**src/hdl/bsfr_pkg.sv**
```systemverilog
// constants and types shared by the bit-synchronous frame receiver
package bsfr_pkg;
    // link framing patterns, bits are taken least significant first
    localparam logic [7:0] BSFR_FLAG = 8'h7E;
    localparam logic [7:0] BSFR_BCAST_ADDR = 8'hFF;
    localparam logic [2:0] BSFR_STUFF_ONES = 3'h5;
    localparam logic [2:0] BSFR_ABORT_ONES = 3'h7;
    // delay line ahead of the assembler and its checker tap
    localparam int BSFR_DQ_DEPTH = 8;
    localparam logic [3:0] BSFR_DQ_FULL = 4'h8;
    localparam logic [3:0] BSFR_CRC_LAG = 4'h6;
    localparam int BSFR_CRC_TAP = 5;
    // check sequence
    localparam logic [15:0] BSFR_CRC_POLY = 16'h1021;
    localparam logic [15:0] BSFR_CRC_GOOD = 16'h1D0F;
    localparam logic [15:0] BSFR_CRC_ONES = 16'hFFFF;
    localparam logic [15:0] BSFR_CRC_ZERO = 16'h0000;
    // character sizes
    localparam logic [3:0] BSFR_ADDR_BITS = 4'h8;
    localparam logic [3:0] BSFR_MIN_LEN = 4'h5;
    // layout of one buffer entry
    localparam int BSFR_ENTRY_W = 13;
    localparam int BSFR_E_EOF = 12;
    localparam int BSFR_E_CRCERR = 11;
    localparam int BSFR_E_RES_HI = 10;
    localparam int BSFR_E_RES_LO = 8;
    // receive interrupt modes
    typedef enum logic [1:0] {
        BSFR_INT_NONE,
        BSFR_INT_FIRST,
        BSFR_INT_EVERY
    } bsfr_int_mode_t;
    // receiver phases
    typedef enum logic [1:0] {
        BSFR_HUNT,
        BSFR_ADDR,
        BSFR_DATA,
        BSFR_SKIP
    } bsfr_state_t;
endpackage : bsfr_pkg

```
**src/hdl/bsfr_skid_buf.sv**
```systemverilog
// two-entry buffer with valid/ready on both sides, head held in flops
`timescale 1ns/1ps
module bsfr_skid_buf #(
    parameter int WIDTH = 8
) (
    // clock and reset
    input wire logic sys_clk,
    input wire logic rst,
    // filling side
    input wire logic in_valid,
    input wire logic [WIDTH-1:0] in_data,
    output logic in_ready,
    // draining side
    output logic out_valid,
    input wire logic out_ready,
    output logic [WIDTH-1:0] out_data
);
    logic [WIDTH-1:0] head, next_head; // oldest entry, drives the output
    logic [WIDTH-1:0] tail, next_tail; // second entry
    logic head_v, next_head_v;
    logic tail_v, next_tail_v;
    logic pop, push;

    // next state: pop moves tail to head, push fills the first free slot
    always_comb begin
        pop = out_ready & head_v;
        push = in_valid & ~tail_v;
        next_head = head;
        next_tail = tail;
        next_head_v = head_v;
        next_tail_v = tail_v;
        if (pop && tail_v) begin
            next_head = tail;
            next_tail_v = 1'b0;
        end else if (pop) begin
            // tail empty: a push lands straight in the head
            next_head = in_data;
            next_head_v = push;
        end else if (push && !head_v) begin
            next_head = in_data;
            next_head_v = 1'b1;
        end else if (push) begin
            next_tail = in_data;
            next_tail_v = 1'b1;
        end
    end

    // registers only
    always_ff @(posedge sys_clk) begin
        if (rst) begin
            head <= '0;
            tail <= '0;
            head_v <= 1'b0;
            tail_v <= 1'b0;
        end else begin
            head <= next_head;
            tail <= next_tail;
            head_v <= next_head_v;
            tail_v <= next_tail_v;
        end
    end

    // full only when the tail is taken, so ready is a flop too
    assign in_ready = ~tail_v;
    assign out_valid = head_v;
    assign out_data = head;
endmodule : bsfr_skid_buf

```
**src/hdl/bsfr_receiver.sv**
```systemverilog
// bit-synchronous frame receiver: flag hunt, destuffing, address filter, check, status
`timescale 1ns/1ps
module bsfr_receiver
    import bsfr_pkg::*;
(
    // clock and reset
    input wire logic sys_clk,
    input wire logic rst,
    // serial link pins
    input wire logic rx_clk_pin,
    input wire logic rx_data_pin,
    // configuration
    input wire logic rx_enable,
    input wire logic bit_sync_mode,
    input wire logic addr_search,
    input wire logic [1:0] char_len_sel,
    input wire logic [7:0] station_addr,
    input wire bsfr_pkg::bsfr_int_mode_t int_mode,
    input wire logic status_vector_en,
    // command pulses
    input wire logic hunt_cmd,
    input wire logic crc_reset_cmd,
    input wire logic error_reset_cmd,
    input wire logic ext_reset_cmd,
    input wire logic rearm_cmd,
    // receive buffer read side
    input wire logic read_strobe,
    output logic char_avail,
    output logic [7:0] rx_char,
    output logic rx_eof,
    output logic rx_crc_err,
    output logic [2:0] rx_residue,
    // status and requests
    output logic rx_overrun,
    output logic in_hunt,
    output logic abort_status,
    output logic rx_int_req,
    output logic special_int_req,
    output logic ext_int_req,
    output logic vector_mod
);
    import bsfr_pkg::*;

    // link synchronisers; first stages feed only the second stages
    logic clk_s1, clk_s2, clk_s3;
    logic dat_s1, dat_s2;
    logic bit_tick; // one sys_clk per rising edge of the link clock

    // bit engine state
    bsfr_state_t state, next_state;
    logic [7:0] win, next_win; // last eight raw bits, newest at the top
    logic [2:0] ones, next_ones; // run of ones, saturating at seven
    logic [7:0] dq, next_dq; // destuffed bits waiting, newest at bit 0
    logic [3:0] dq_cnt, next_dq_cnt;
    logic [7:0] sr, next_sr; // character assembler, fills from the top
    logic [3:0] bit_cnt, next_bit_cnt;
    logic [15:0] crc, next_crc;
    logic abort_lvl, next_abort_lvl; // line currently in a run of seven or more ones
    logic push_v, next_push_v; // one-cycle push into the buffer
    logic [BSFR_ENTRY_W-1:0] push_d, next_push_d;
    logic ovr_evt, next_ovr_evt;

    // interrupt and status state
    logic overrun_lat, next_overrun_lat;
    logic rx_int, next_rx_int;
    logic spec_int, next_spec_int;
    logic vec, next_vec;
    logic ext_pend, next_ext_pend;
    logic abort_stat, next_abort_stat;
    logic armed, next_armed; // first-character interrupt still owed
    logic first_d, next_first_d; // mode was first-character last cycle
    logic avail_d, pop_d;

    // buffer ports
    logic buf_ready;
    logic buf_valid;
    logic [BSFR_ENTRY_W-1:0] buf_head;
    logic pop;

    // engine scratch
    logic b, keep, flag_det, closing, crc_fb;
    logic [3:0] len;
    logic [7:0] byte_now, char_out;
    logic [7:0] part_out;

    // two flops per pin, a third on the clock only for its edge
    always_ff @(posedge sys_clk) begin
        if (rst) begin
            clk_s1 <= 1'b0;
            clk_s2 <= 1'b0;
            clk_s3 <= 1'b0;
            dat_s1 <= 1'b1;
            dat_s2 <= 1'b1;
        end else begin
            clk_s1 <= rx_clk_pin;
            clk_s2 <= clk_s1;
            clk_s3 <= clk_s2;
            dat_s1 <= rx_data_pin;
            dat_s2 <= dat_s1;
        end
    end

    // data passed the same two stages, so it is sampled at the clock's rising edge
    assign bit_tick = clk_s2 & ~clk_s3;

    // bit engine: flag and abort detection, destuffing, assembly, checker
    always_comb begin
        next_state = state;
        next_win = win;
        next_ones = ones;
        next_dq = dq;
        next_dq_cnt = dq_cnt;
        next_sr = sr;
        next_bit_cnt = bit_cnt;
        next_crc = crc;
        next_abort_lvl = abort_lvl;
        next_push_v = 1'b0;
        next_push_d = push_d;
        next_ovr_evt = 1'b0;
        b = dat_s2;
        len = BSFR_MIN_LEN + {2'h0, char_len_sel};
        keep = 1'b0;
        flag_det = 1'b0;
        closing = 1'b0;
        crc_fb = 1'b0;
        byte_now = {b, sr[7:1]};
        char_out = 8'h00;
        part_out = sr >> (BSFR_ADDR_BITS - bit_cnt);
        if (bit_tick) begin
            next_win = {b, win[7:1]};
            next_ones = b ? ((ones == BSFR_ABORT_ONES) ? ones : ones + 3'h1) : 3'h0;
            flag_det = (next_win == BSFR_FLAG);
            next_abort_lvl = (next_ones == BSFR_ABORT_ONES);
            // a zero after five ones is stuffing, a sixth one is never data
            keep = b ? (ones < BSFR_STUFF_ONES) : (ones != BSFR_STUFF_ONES);
        end
        if (!rx_enable || hunt_cmd || (bit_tick && next_abort_lvl)) begin
            next_state = BSFR_HUNT;
            next_dq_cnt = 4'h0;
            next_bit_cnt = 4'h0;
            next_crc = bit_sync_mode ? BSFR_CRC_ONES : BSFR_CRC_ZERO;
        end else if (bit_tick && flag_det) begin
            // a flag after frame content closes it; flag after flag is only idle fill
            closing = (state == BSFR_DATA) && (dq_cnt == BSFR_DQ_FULL);
            if (closing) begin
                next_push_v = buf_ready;
                next_ovr_evt = ~buf_ready;
                next_push_d = {1'b1, (crc != BSFR_CRC_GOOD), bit_cnt[2:0], part_out};
            end
            // every flag opens a fresh frame and presets the checker
            next_state = addr_search ? BSFR_ADDR : BSFR_DATA;
            next_dq_cnt = 4'h0;
            next_bit_cnt = 4'h0;
            next_crc = BSFR_CRC_ONES;
        end else if (bit_tick && keep && state != BSFR_HUNT) begin
            next_dq = {dq[6:0], b};
            next_dq_cnt = (dq_cnt == BSFR_DQ_FULL) ? dq_cnt : dq_cnt + 4'h1;
            // checker lags six bits so a closing flag never enters it
            if (dq_cnt >= BSFR_CRC_LAG) begin
                crc_fb = crc[15] ^ dq[BSFR_CRC_TAP];
                next_crc = {crc[14:0], 1'b0} ^ (crc_fb ? BSFR_CRC_POLY : BSFR_CRC_ZERO);
            end
            // the assembler takes the bit leaving the delay line
            if (dq_cnt == BSFR_DQ_FULL) begin
                byte_now = {dq[BSFR_DQ_DEPTH-1], sr[7:1]};
                next_sr = byte_now;
                next_bit_cnt = bit_cnt + 4'h1;
                if (state == BSFR_ADDR && next_bit_cnt == BSFR_ADDR_BITS) begin
                    // eight bits regardless of the programmed length
                    next_bit_cnt = 4'h0;
                    if (byte_now == station_addr || byte_now == BSFR_BCAST_ADDR) begin
                        next_state = BSFR_DATA;
                        next_push_v = buf_ready;
                        next_ovr_evt = ~buf_ready;
                        next_push_d = {5'h00, byte_now};
                    end else begin
                        next_state = BSFR_SKIP;
                    end
                end else if (state == BSFR_DATA && next_bit_cnt >= len) begin
                    // right-justified; surplus upper bits are the next character's first bits
                    char_out = (byte_now >> (BSFR_ADDR_BITS - len))
                        | ({5'h00, dq[4], dq[5], dq[6]} << len);
                    next_bit_cnt = 4'h0;
                    next_push_v = buf_ready;
                    next_ovr_evt = ~buf_ready;
                    next_push_d = {5'h00, char_out};
                end else if (state == BSFR_SKIP) begin
                    next_bit_cnt = 4'h0;
                end
            end
        end
        // a software check reset overrides the running value
        if (crc_reset_cmd) begin
            next_crc = bit_sync_mode ? BSFR_CRC_ONES : BSFR_CRC_ZERO;
        end
    end

    // bit engine registers
    always_ff @(posedge sys_clk) begin
        if (rst) begin
            state <= BSFR_HUNT;
            win <= 8'h00;
            ones <= 3'h0;
            dq <= 8'h00;
            dq_cnt <= 4'h0;
            sr <= 8'h00;
            bit_cnt <= 4'h0;
            crc <= BSFR_CRC_ONES;
            abort_lvl <= 1'b0;
            push_v <= 1'b0;
            push_d <= '0;
            ovr_evt <= 1'b0;
        end else begin
            state <= next_state;
            win <= next_win;
            ones <= next_ones;
            dq <= next_dq;
            dq_cnt <= next_dq_cnt;
            sr <= next_sr;
            bit_cnt <= next_bit_cnt;
            crc <= next_crc;
            abort_lvl <= next_abort_lvl;
            push_v <= next_push_v;
            push_d <= next_push_d;
            ovr_evt <= next_ovr_evt;
        end
    end

    // holding buffer; a slow reader backs up into the overrun flag, not a lost flag
    bsfr_skid_buf #(
        .WIDTH(BSFR_ENTRY_W)
    ) u_buf (
        .sys_clk(sys_clk),
        .rst(rst),
        .in_valid(push_v),
        .in_data(push_d),
        .in_ready(buf_ready),
        .out_valid(buf_valid),
        .out_ready(pop),
        .out_data(buf_head)
    );

    // a read with nothing available is ignored
    assign pop = read_strobe & buf_valid;

    // receive, special and external requests
    always_comb begin
        logic arrive;
        logic special;
        logic hit;
        arrive = 1'b0;
        special = 1'b0;
        hit = 1'b0;
        // a new character reached the head: first one, or the one behind a read
        arrive = buf_valid & (~avail_d | pop_d);
        special = buf_head[BSFR_E_EOF] | overrun_lat;
        next_first_d = (int_mode == BSFR_INT_FIRST);
        // overrun sticks until error reset; a new event wins over the clear
        next_overrun_lat = ovr_evt | (overrun_lat & ~error_reset_cmd);
        // armed on selecting the mode or on re-arm; a held character counts
        hit = armed & buf_valid & (int_mode == BSFR_INT_FIRST);
        next_armed = rearm_cmd | (~first_d & next_first_d) | (armed & ~hit);
        next_rx_int = (rx_int & ~pop) | hit
            | (arrive & (int_mode == BSFR_INT_EVERY));
        next_spec_int = (spec_int & ~pop)
            | (arrive & special & (int_mode != BSFR_INT_NONE));
        next_vec = next_spec_int & status_vector_en;
        // status follows the line only while unlatched, so both edges interrupt
        next_ext_pend = ext_pend;
        next_abort_stat = abort_stat;
        if (!ext_pend && abort_lvl != abort_stat) begin
            next_ext_pend = 1'b1;
            next_abort_stat = abort_lvl;
        end else if (ext_pend && ext_reset_cmd) begin
            next_ext_pend = 1'b0;
        end
    end

    // interrupt registers
    always_ff @(posedge sys_clk) begin
        if (rst) begin
            overrun_lat <= 1'b0;
            rx_int <= 1'b0;
            spec_int <= 1'b0;
            vec <= 1'b0;
            ext_pend <= 1'b0;
            abort_stat <= 1'b0;
            armed <= 1'b0;
            first_d <= 1'b0;
            avail_d <= 1'b0;
            pop_d <= 1'b0;
        end else begin
            overrun_lat <= next_overrun_lat;
            rx_int <= next_rx_int;
            spec_int <= next_spec_int;
            vec <= next_vec;
            ext_pend <= next_ext_pend;
            abort_stat <= next_abort_stat;
            armed <= next_armed;
            first_d <= next_first_d;
            avail_d <= buf_valid;
            pop_d <= pop;
        end
    end

    // hunt indication registered from the next state so it is a plain flop output in step with state
    logic hunt_q;
    always_ff @(posedge sys_clk) begin
        if (rst) begin
            hunt_q <= 1'b1;
        end else begin
            hunt_q <= (next_state == BSFR_HUNT);
        end
    end

    // outputs, all straight from flops
    assign char_avail = buf_valid;
    assign rx_char = buf_head[7:0];
    assign rx_eof = buf_head[BSFR_E_EOF];
    assign rx_crc_err = buf_head[BSFR_E_CRCERR];
    assign rx_residue = buf_head[BSFR_E_RES_HI:BSFR_E_RES_LO];
    assign rx_overrun = overrun_lat;
    assign in_hunt = hunt_q;
    assign abort_status = abort_stat;
    assign rx_int_req = rx_int;
    assign special_int_req = spec_int;
    assign ext_int_req = ext_pend;
    assign vector_mod = vec;
endmodule : bsfr_receiver

```
**config.mk**
```make
export PLATFORM = sky130hd
export DESIGN_NAME = bsfr_receiver
export DESIGN_NICKNAME = d
export VERILOG_FILES = /design/src/hdl/bsfr_pkg.sv /design/src/hdl/bsfr_skid_buf.sv /design/src/hdl/bsfr_receiver.sv
export SDC_FILE = /design/constraint.sdc
export NUM_CORES = 1
export LEC_CHECK = 0
export ABC_AREA = 1
export BUFFER_PORTS_ARGS = -buffer_cell sky130_fd_sc_hd__buf_2
export CAP_MARGIN = 20
export CELL_PAD_IN_SITES_DETAIL_PLACEMENT = 1
export CELL_PAD_IN_SITES_GLOBAL_PLACEMENT = 2
export CORE_MARGIN = 2
export CORE_UTILIZATION = 30
export DETAILED_ROUTE_END_ITERATION = 16
export PLACE_DENSITY = 0.72
export SLEW_MARGIN = 5
export SYNTH_ARGS = -nofsm -noshare
export SYNTH_HDL_FRONTEND = slang
export SYNTH_HIERARCHICAL = 1
export SYNTH_SLANG_ARGS = --single-unit
export TNS_END_PERCENT = 100
```
**constraint.sdc**
```tcl
create_clock -name sys_clk -period 2.5 [get_ports sys_clk]
set_input_delay 0.25 -clock sys_clk [delete_from_list [all_inputs] [get_ports sys_clk]]
set_output_delay 0.25 -clock sys_clk [all_outputs]
set_load 0.03 [all_outputs]
```
==> results summary <==
Across all layers, the routed design uses 5750 vias. The post-route minimum period is between 2 and 2.5 ns. The layout overhead on the synthesized area is 13.7%.

After detailed routing, the number of remaining DRC violations is 0. The top achievable clock speed is between 400 and 500 MHz. TritonCTS built the clock tree. The number of clock sinks came out at 112. The netlist area before placement is between 0.006 and 0.007 mm^2. Hold timing on the final database bottoms out at a slack of 0.0680 ns. The total setup violations reported at the end of the flow came out at 0. Buffers inserted during clock tree synthesis total 9.

The area enclosed by the die boundary is 0.0216 mm^2. The final number of hold-violating endpoints was 0. Measured against its own limit, the worst slew margin works out to about two thirds. The placeable core area is 0.0202 mm^2. In this run the worst path has a maximum fanout of 9.

The number of routed nets with antenna violations came out at 0. Power spread over the standard cell area amounts to ~510 mW/mm^2. The sequential area share after synthesis is between 30% and 40%. The share of cells above drive strength 1 is between 10% and 20%.

Synthesis instantiated 44 different standard cells from the library. The leading register cell type out of synthesis is sky130_fd_sc_hd__dfxtp_1. Cells fill roughly 35% of the core in the end. The run finished with clean final reports. The clock insertion delay at the later pin of the skew report is ~0.36 ns.

The number of antenna cells inserted came out at 0. The gate count of the mapped netlist came out at between 900 and 1000. The pre-CTS worst setup slack came out at between 0.06 and 0.07 ns. The per-cell via count in the routed design is around 4.6. The number of H-tree levels is 3. The initial utilization of the core area, before any placement, comes to a little under a third. The critical path is of the reg2reg type. The worst setup skew after layout is about 0.01 ns.

The data required time of the critical path came out at ~2.8 ns. The sink of the worst hold path is dat_s1$_SDFF_PP1_. Yosys mapped a number of flops with a built-in enable equal to 0. The first-pass GRT wire length came out at around 29 mm. The number of nets in the layout came out at 1007.

The overall global routing resource usage is between 10% and 20%. The overall routed net length is between 15 and 20 mm. The hold-critical path depth is 2. The min-delay analysis places its worst path in the category in2reg.

In this run the critical register-to-register path is launched from bit_cnt[1]$_SDFFE_PP0P_. The number of placement rows came out at 52. The die is between 100 and 150 um tall. Across all register-to-register paths, the minimum setup slack is 0.24 ns. Sorting the synthesized cells by area gives the leading types as sky130_fd_sc_hd__dfxtp_1 37%, sky130_fd_sc_hd__nand2_1 15%, sky130_fd_sc_hd__nor2_1 7.4%. The top cell type's share of synthesized area came out at 36.6%.

The post-synthesis register bit count came out at roughly 110. STA classifies the critical path endpoint as a flip-flop. From left edge to right edge, the die measures between 100 and 150 um. The HPWL after detailed placement is ~12 mm.

The post-layout total power came out at 3580 uW. The worst reg2reg path depth is 13. The synthesized area divided by synthesized cell count came out at ~6.6 um^2. The cell type contributing the most total cell area after synthesis is sky130_fd_sc_hd__dfxtp_1. The count of pins over their slew limit came out at 0. The reported max-cap violation count is 0.

The via count of the first global-routing pass came to around 5700. For the worst setup path, the data arrival time is approximately 2.6 ns. The detailed-routing iteration count for the pre-antenna-repair pass came out at 4. The endpoint identified for the worst register-to-register timing path is ovr_evt$_SDFF_PP0_. Setup repair after global routing left no endpoint under its margin.

The pin slew with the least headroom to its limit came out at between 0.4 and 0.5 ns. The number of warnings printed during yosys synthesis is 6. The reported leakage power came out at approximately 0.0031 uW. After detailed routing, the average wire length per cell comes to 13.9 um. In this run, post-CTS hold repair placed 0 buffers. The worst setup path is launched from a flip-flop. After clock tree synthesis, the clock-pin slew on the worst setup and hold paths is ~0.080 ns.

The number of buffers on the longest clock path came out at 2. In this run the most critical hold path is launched from rx_data_pin. The routability congestion estimate from global placement came out at about 0.78. The top-level port count is 47. Entering global routing, the biggest net connects 30 pins. The number of antenna violations at the first check in global routing is 0. The starting DRC count in detailed routing came out at roughly 260. Counting every net in the synthesized netlist gives a little under 1000. Dividing the final minimum period by the clock period gives about nine tenths. The post-synthesis async set-or-reset flop share is 0%. The total overflow reported by the global router is 0. Across the VDD grid, the largest voltage drop is 301 uV. The number of input and output port buffers inserted came out at 46. Setup slack on the critical path of the routed design comes to about 0.24 ns. The post-route setup TNS came out at 0 ns. The cell sitting at the root of the clock tree is a sky130_fd_sc_hd__clkbuf_16.
==> flip-flops by register name, indices dropped and copies added (netlist names), 2 cells and up <==
| name | count |
|---|---|
| bit_cnt | 4 |
| sr | 8 |
| dq_cnt | 4 |
| crc | 16 |
| state | 2 |
| u_buf/tail | 13 |
| ones | 3 |
| push_d | 13 |
| dq | 8 |
| u_buf/out_data | 13 |
| win | 7 |
==> cell usage after synthesis, types with 2 or more instances <==
cell,count
sky130_fd_sc_hd__nand2_1,237
sky130_fd_sc_hd__nor2_1,121
sky130_fd_sc_hd__dfxtp_1,112
sky130_fd_sc_hd__inv_1,105
sky130_fd_sc_hd__nand3_1,84
sky130_fd_sc_hd__a21oi_1,57
sky130_fd_sc_hd__o21ai_0,49
sky130_fd_sc_hd__nand4_1,22
sky130_fd_sc_hd__clkbuf_1,18
sky130_fd_sc_hd__buf_2,15
sky130_fd_sc_hd__ha_1,13
sky130_fd_sc_hd__nand3b_1,11
sky130_fd_sc_hd__o211ai_1,11
sky130_fd_sc_hd__buf_6,9
sky130_fd_sc_hd__xnor2_1,7
sky130_fd_sc_hd__xor2_1,6
sky130_fd_sc_hd__or2_2,5
sky130_fd_sc_hd__inv_2,4
sky130_fd_sc_hd__nor2_2,4
sky130_fd_sc_hd__nor3_1,4
sky130_fd_sc_hd__nand2_2,3
sky130_fd_sc_hd__nor2_4,3
sky130_fd_sc_hd__a31oi_1,2
sky130_fd_sc_hd__nand2_4,2
sky130_fd_sc_hd__o21a_1,2
sky130_fd_sc_hd__o31ai_1,2
==> stage by stage <==
step,instance area [um^2],cells
6_report,6970,1243
5_1_grt,6970,1243
4_1_cts,6900,1238
3_5_place_dp,6620,1222
3_3_place_gp,6620,1222
2_1_floorplan,6130,926
==> cell type report <==
class,count,area [um^2]
clock buffer,9,225
sequential,112,2240
fill,2628,13200
tap,270,338
clock inverter,7,56.3
timing repair buffer,73,437
inverter,111,419
multi-input combinational,661,3250
==> cells in the final DEF (no fill, tap or decap), drive strengths merged <==
cell type,netlist,layout
nand2,242,242
o41ai,1,1
nor4,1,1
or2,6,6
a31oi,2,2
nand4,22,22
a211oi,1,1
xnor2,7,7
o21a,2,2
clkinvlp,0,1
inv,110,112
ha,13,13
nand3b,11,11
o22ai,1,1
clkinv,1,5
nor2,129,129
o211ai,11,11
o31ai,2,2
o211a,1,1
nor3b,1,1
dfxtp,112,112
clkbuf,18,9
nand3,86,87
o21ai,50,50
o21bai,1,1
xor2,6,6
a21oi,58,58
buf,25,73
nor3,5,5
a32oi,1,1
==> power by group <==
| group | switching [uW] | leakage, uW | internal [uW] | total, uW |
|---|---|---|---|---|
| registers | 27.6 | 0.000909 | 1820 | 1850 |
| clock network | 737 | 0.000139 | 689 | 1430 |
| logic | 191 | 0.00208 | 114 | 305 |
==> per-layer routing <==
| metal | GRT usage [%] | vias to the layer above | part of all wire [%] |
|---|---|---|---|
| li1 | - | 3044 | - |
| met1 | 23.1 | 2649 | 51 |
| met2 | 26.7 | 48 | 46 |
| met3 | 2.48 | 9 | 1.9 |
| met4 | 3.32 | 0 | 0.87 |
| met5 | 0 | - | 0 |
==> critical path, cell delays in order, from the launching register on <==
cell                      delay, ns
sky130_fd_sc_hd__dfxtp_1       0.43
sky130_fd_sc_hd__inv_1         0.13
sky130_fd_sc_hd__ha_1          0.31
sky130_fd_sc_hd__ha_1          0.28
sky130_fd_sc_hd__nand2_1       0.05
sky130_fd_sc_hd__nand2_1       0.05
sky130_fd_sc_hd__nand2_1       0.04
sky130_fd_sc_hd__nand3_1       0.08
sky130_fd_sc_hd__nand2_1       0.15
sky130_fd_sc_hd__nand2_1       0.10
sky130_fd_sc_hd__nand2_1       0.08
sky130_fd_sc_hd__nor2_4        0.20
sky130_fd_sc_hd__nand3_1       0.17
sky130_fd_sc_hd__nor2_1        0.13
==> how the worst max path moves through the flow <==
stage                       startpoint                      to  slack, ns  depth (start not counted)
2_1_floorplan  bit_cnt[0]$_SDFFE_PP0P_  push_d[4]$_SDFFE_PP0P_       0.26                         14
5_1_grt        bit_cnt[0]$_SDFFE_PP0P_  push_d[7]$_SDFFE_PP0P_      0.001                         15
6_report       bit_cnt[1]$_SDFFE_PP0P_      ovr_evt$_SDFF_PP0_       0.24                         13
3_3_place_gp      ones[0]$_SDFFE_PP0P_     crc[8]$_SDFFE_PP1P_       0.13                         10
3_5_place_dp      ones[0]$_SDFFE_PP0P_     crc[4]$_SDFFE_PP1P_       0.07                         10
4_1_cts           ones[0]$_SDFFE_PP0P_     crc[4]$_SDFFE_PP1P_       0.06                         10
==> kinds of logic (layout without fill, tap and decap cells) <==
kind of cell             Yosys count  count (layout)  share of synthesized area, %
flip-flops                       112             112                          36.6
AO/OA/AOI/OAI                    131             131                          11.8
XOR/XNOR                          13              13                          1.86
buffers and inverters            154             200                          10.9
adder cells (fa/ha/maj)           13              13                          2.65
AND/OR/NAND/NOR                  503             504                          36.2
==> what timing repair did <==
action,in CTS,in global routing
gates resized for setup,0,6
endpoints found under the setup margin,0,31
buffers inserted,0,4
Note: power is estimated with default switching activity, not from simulation.
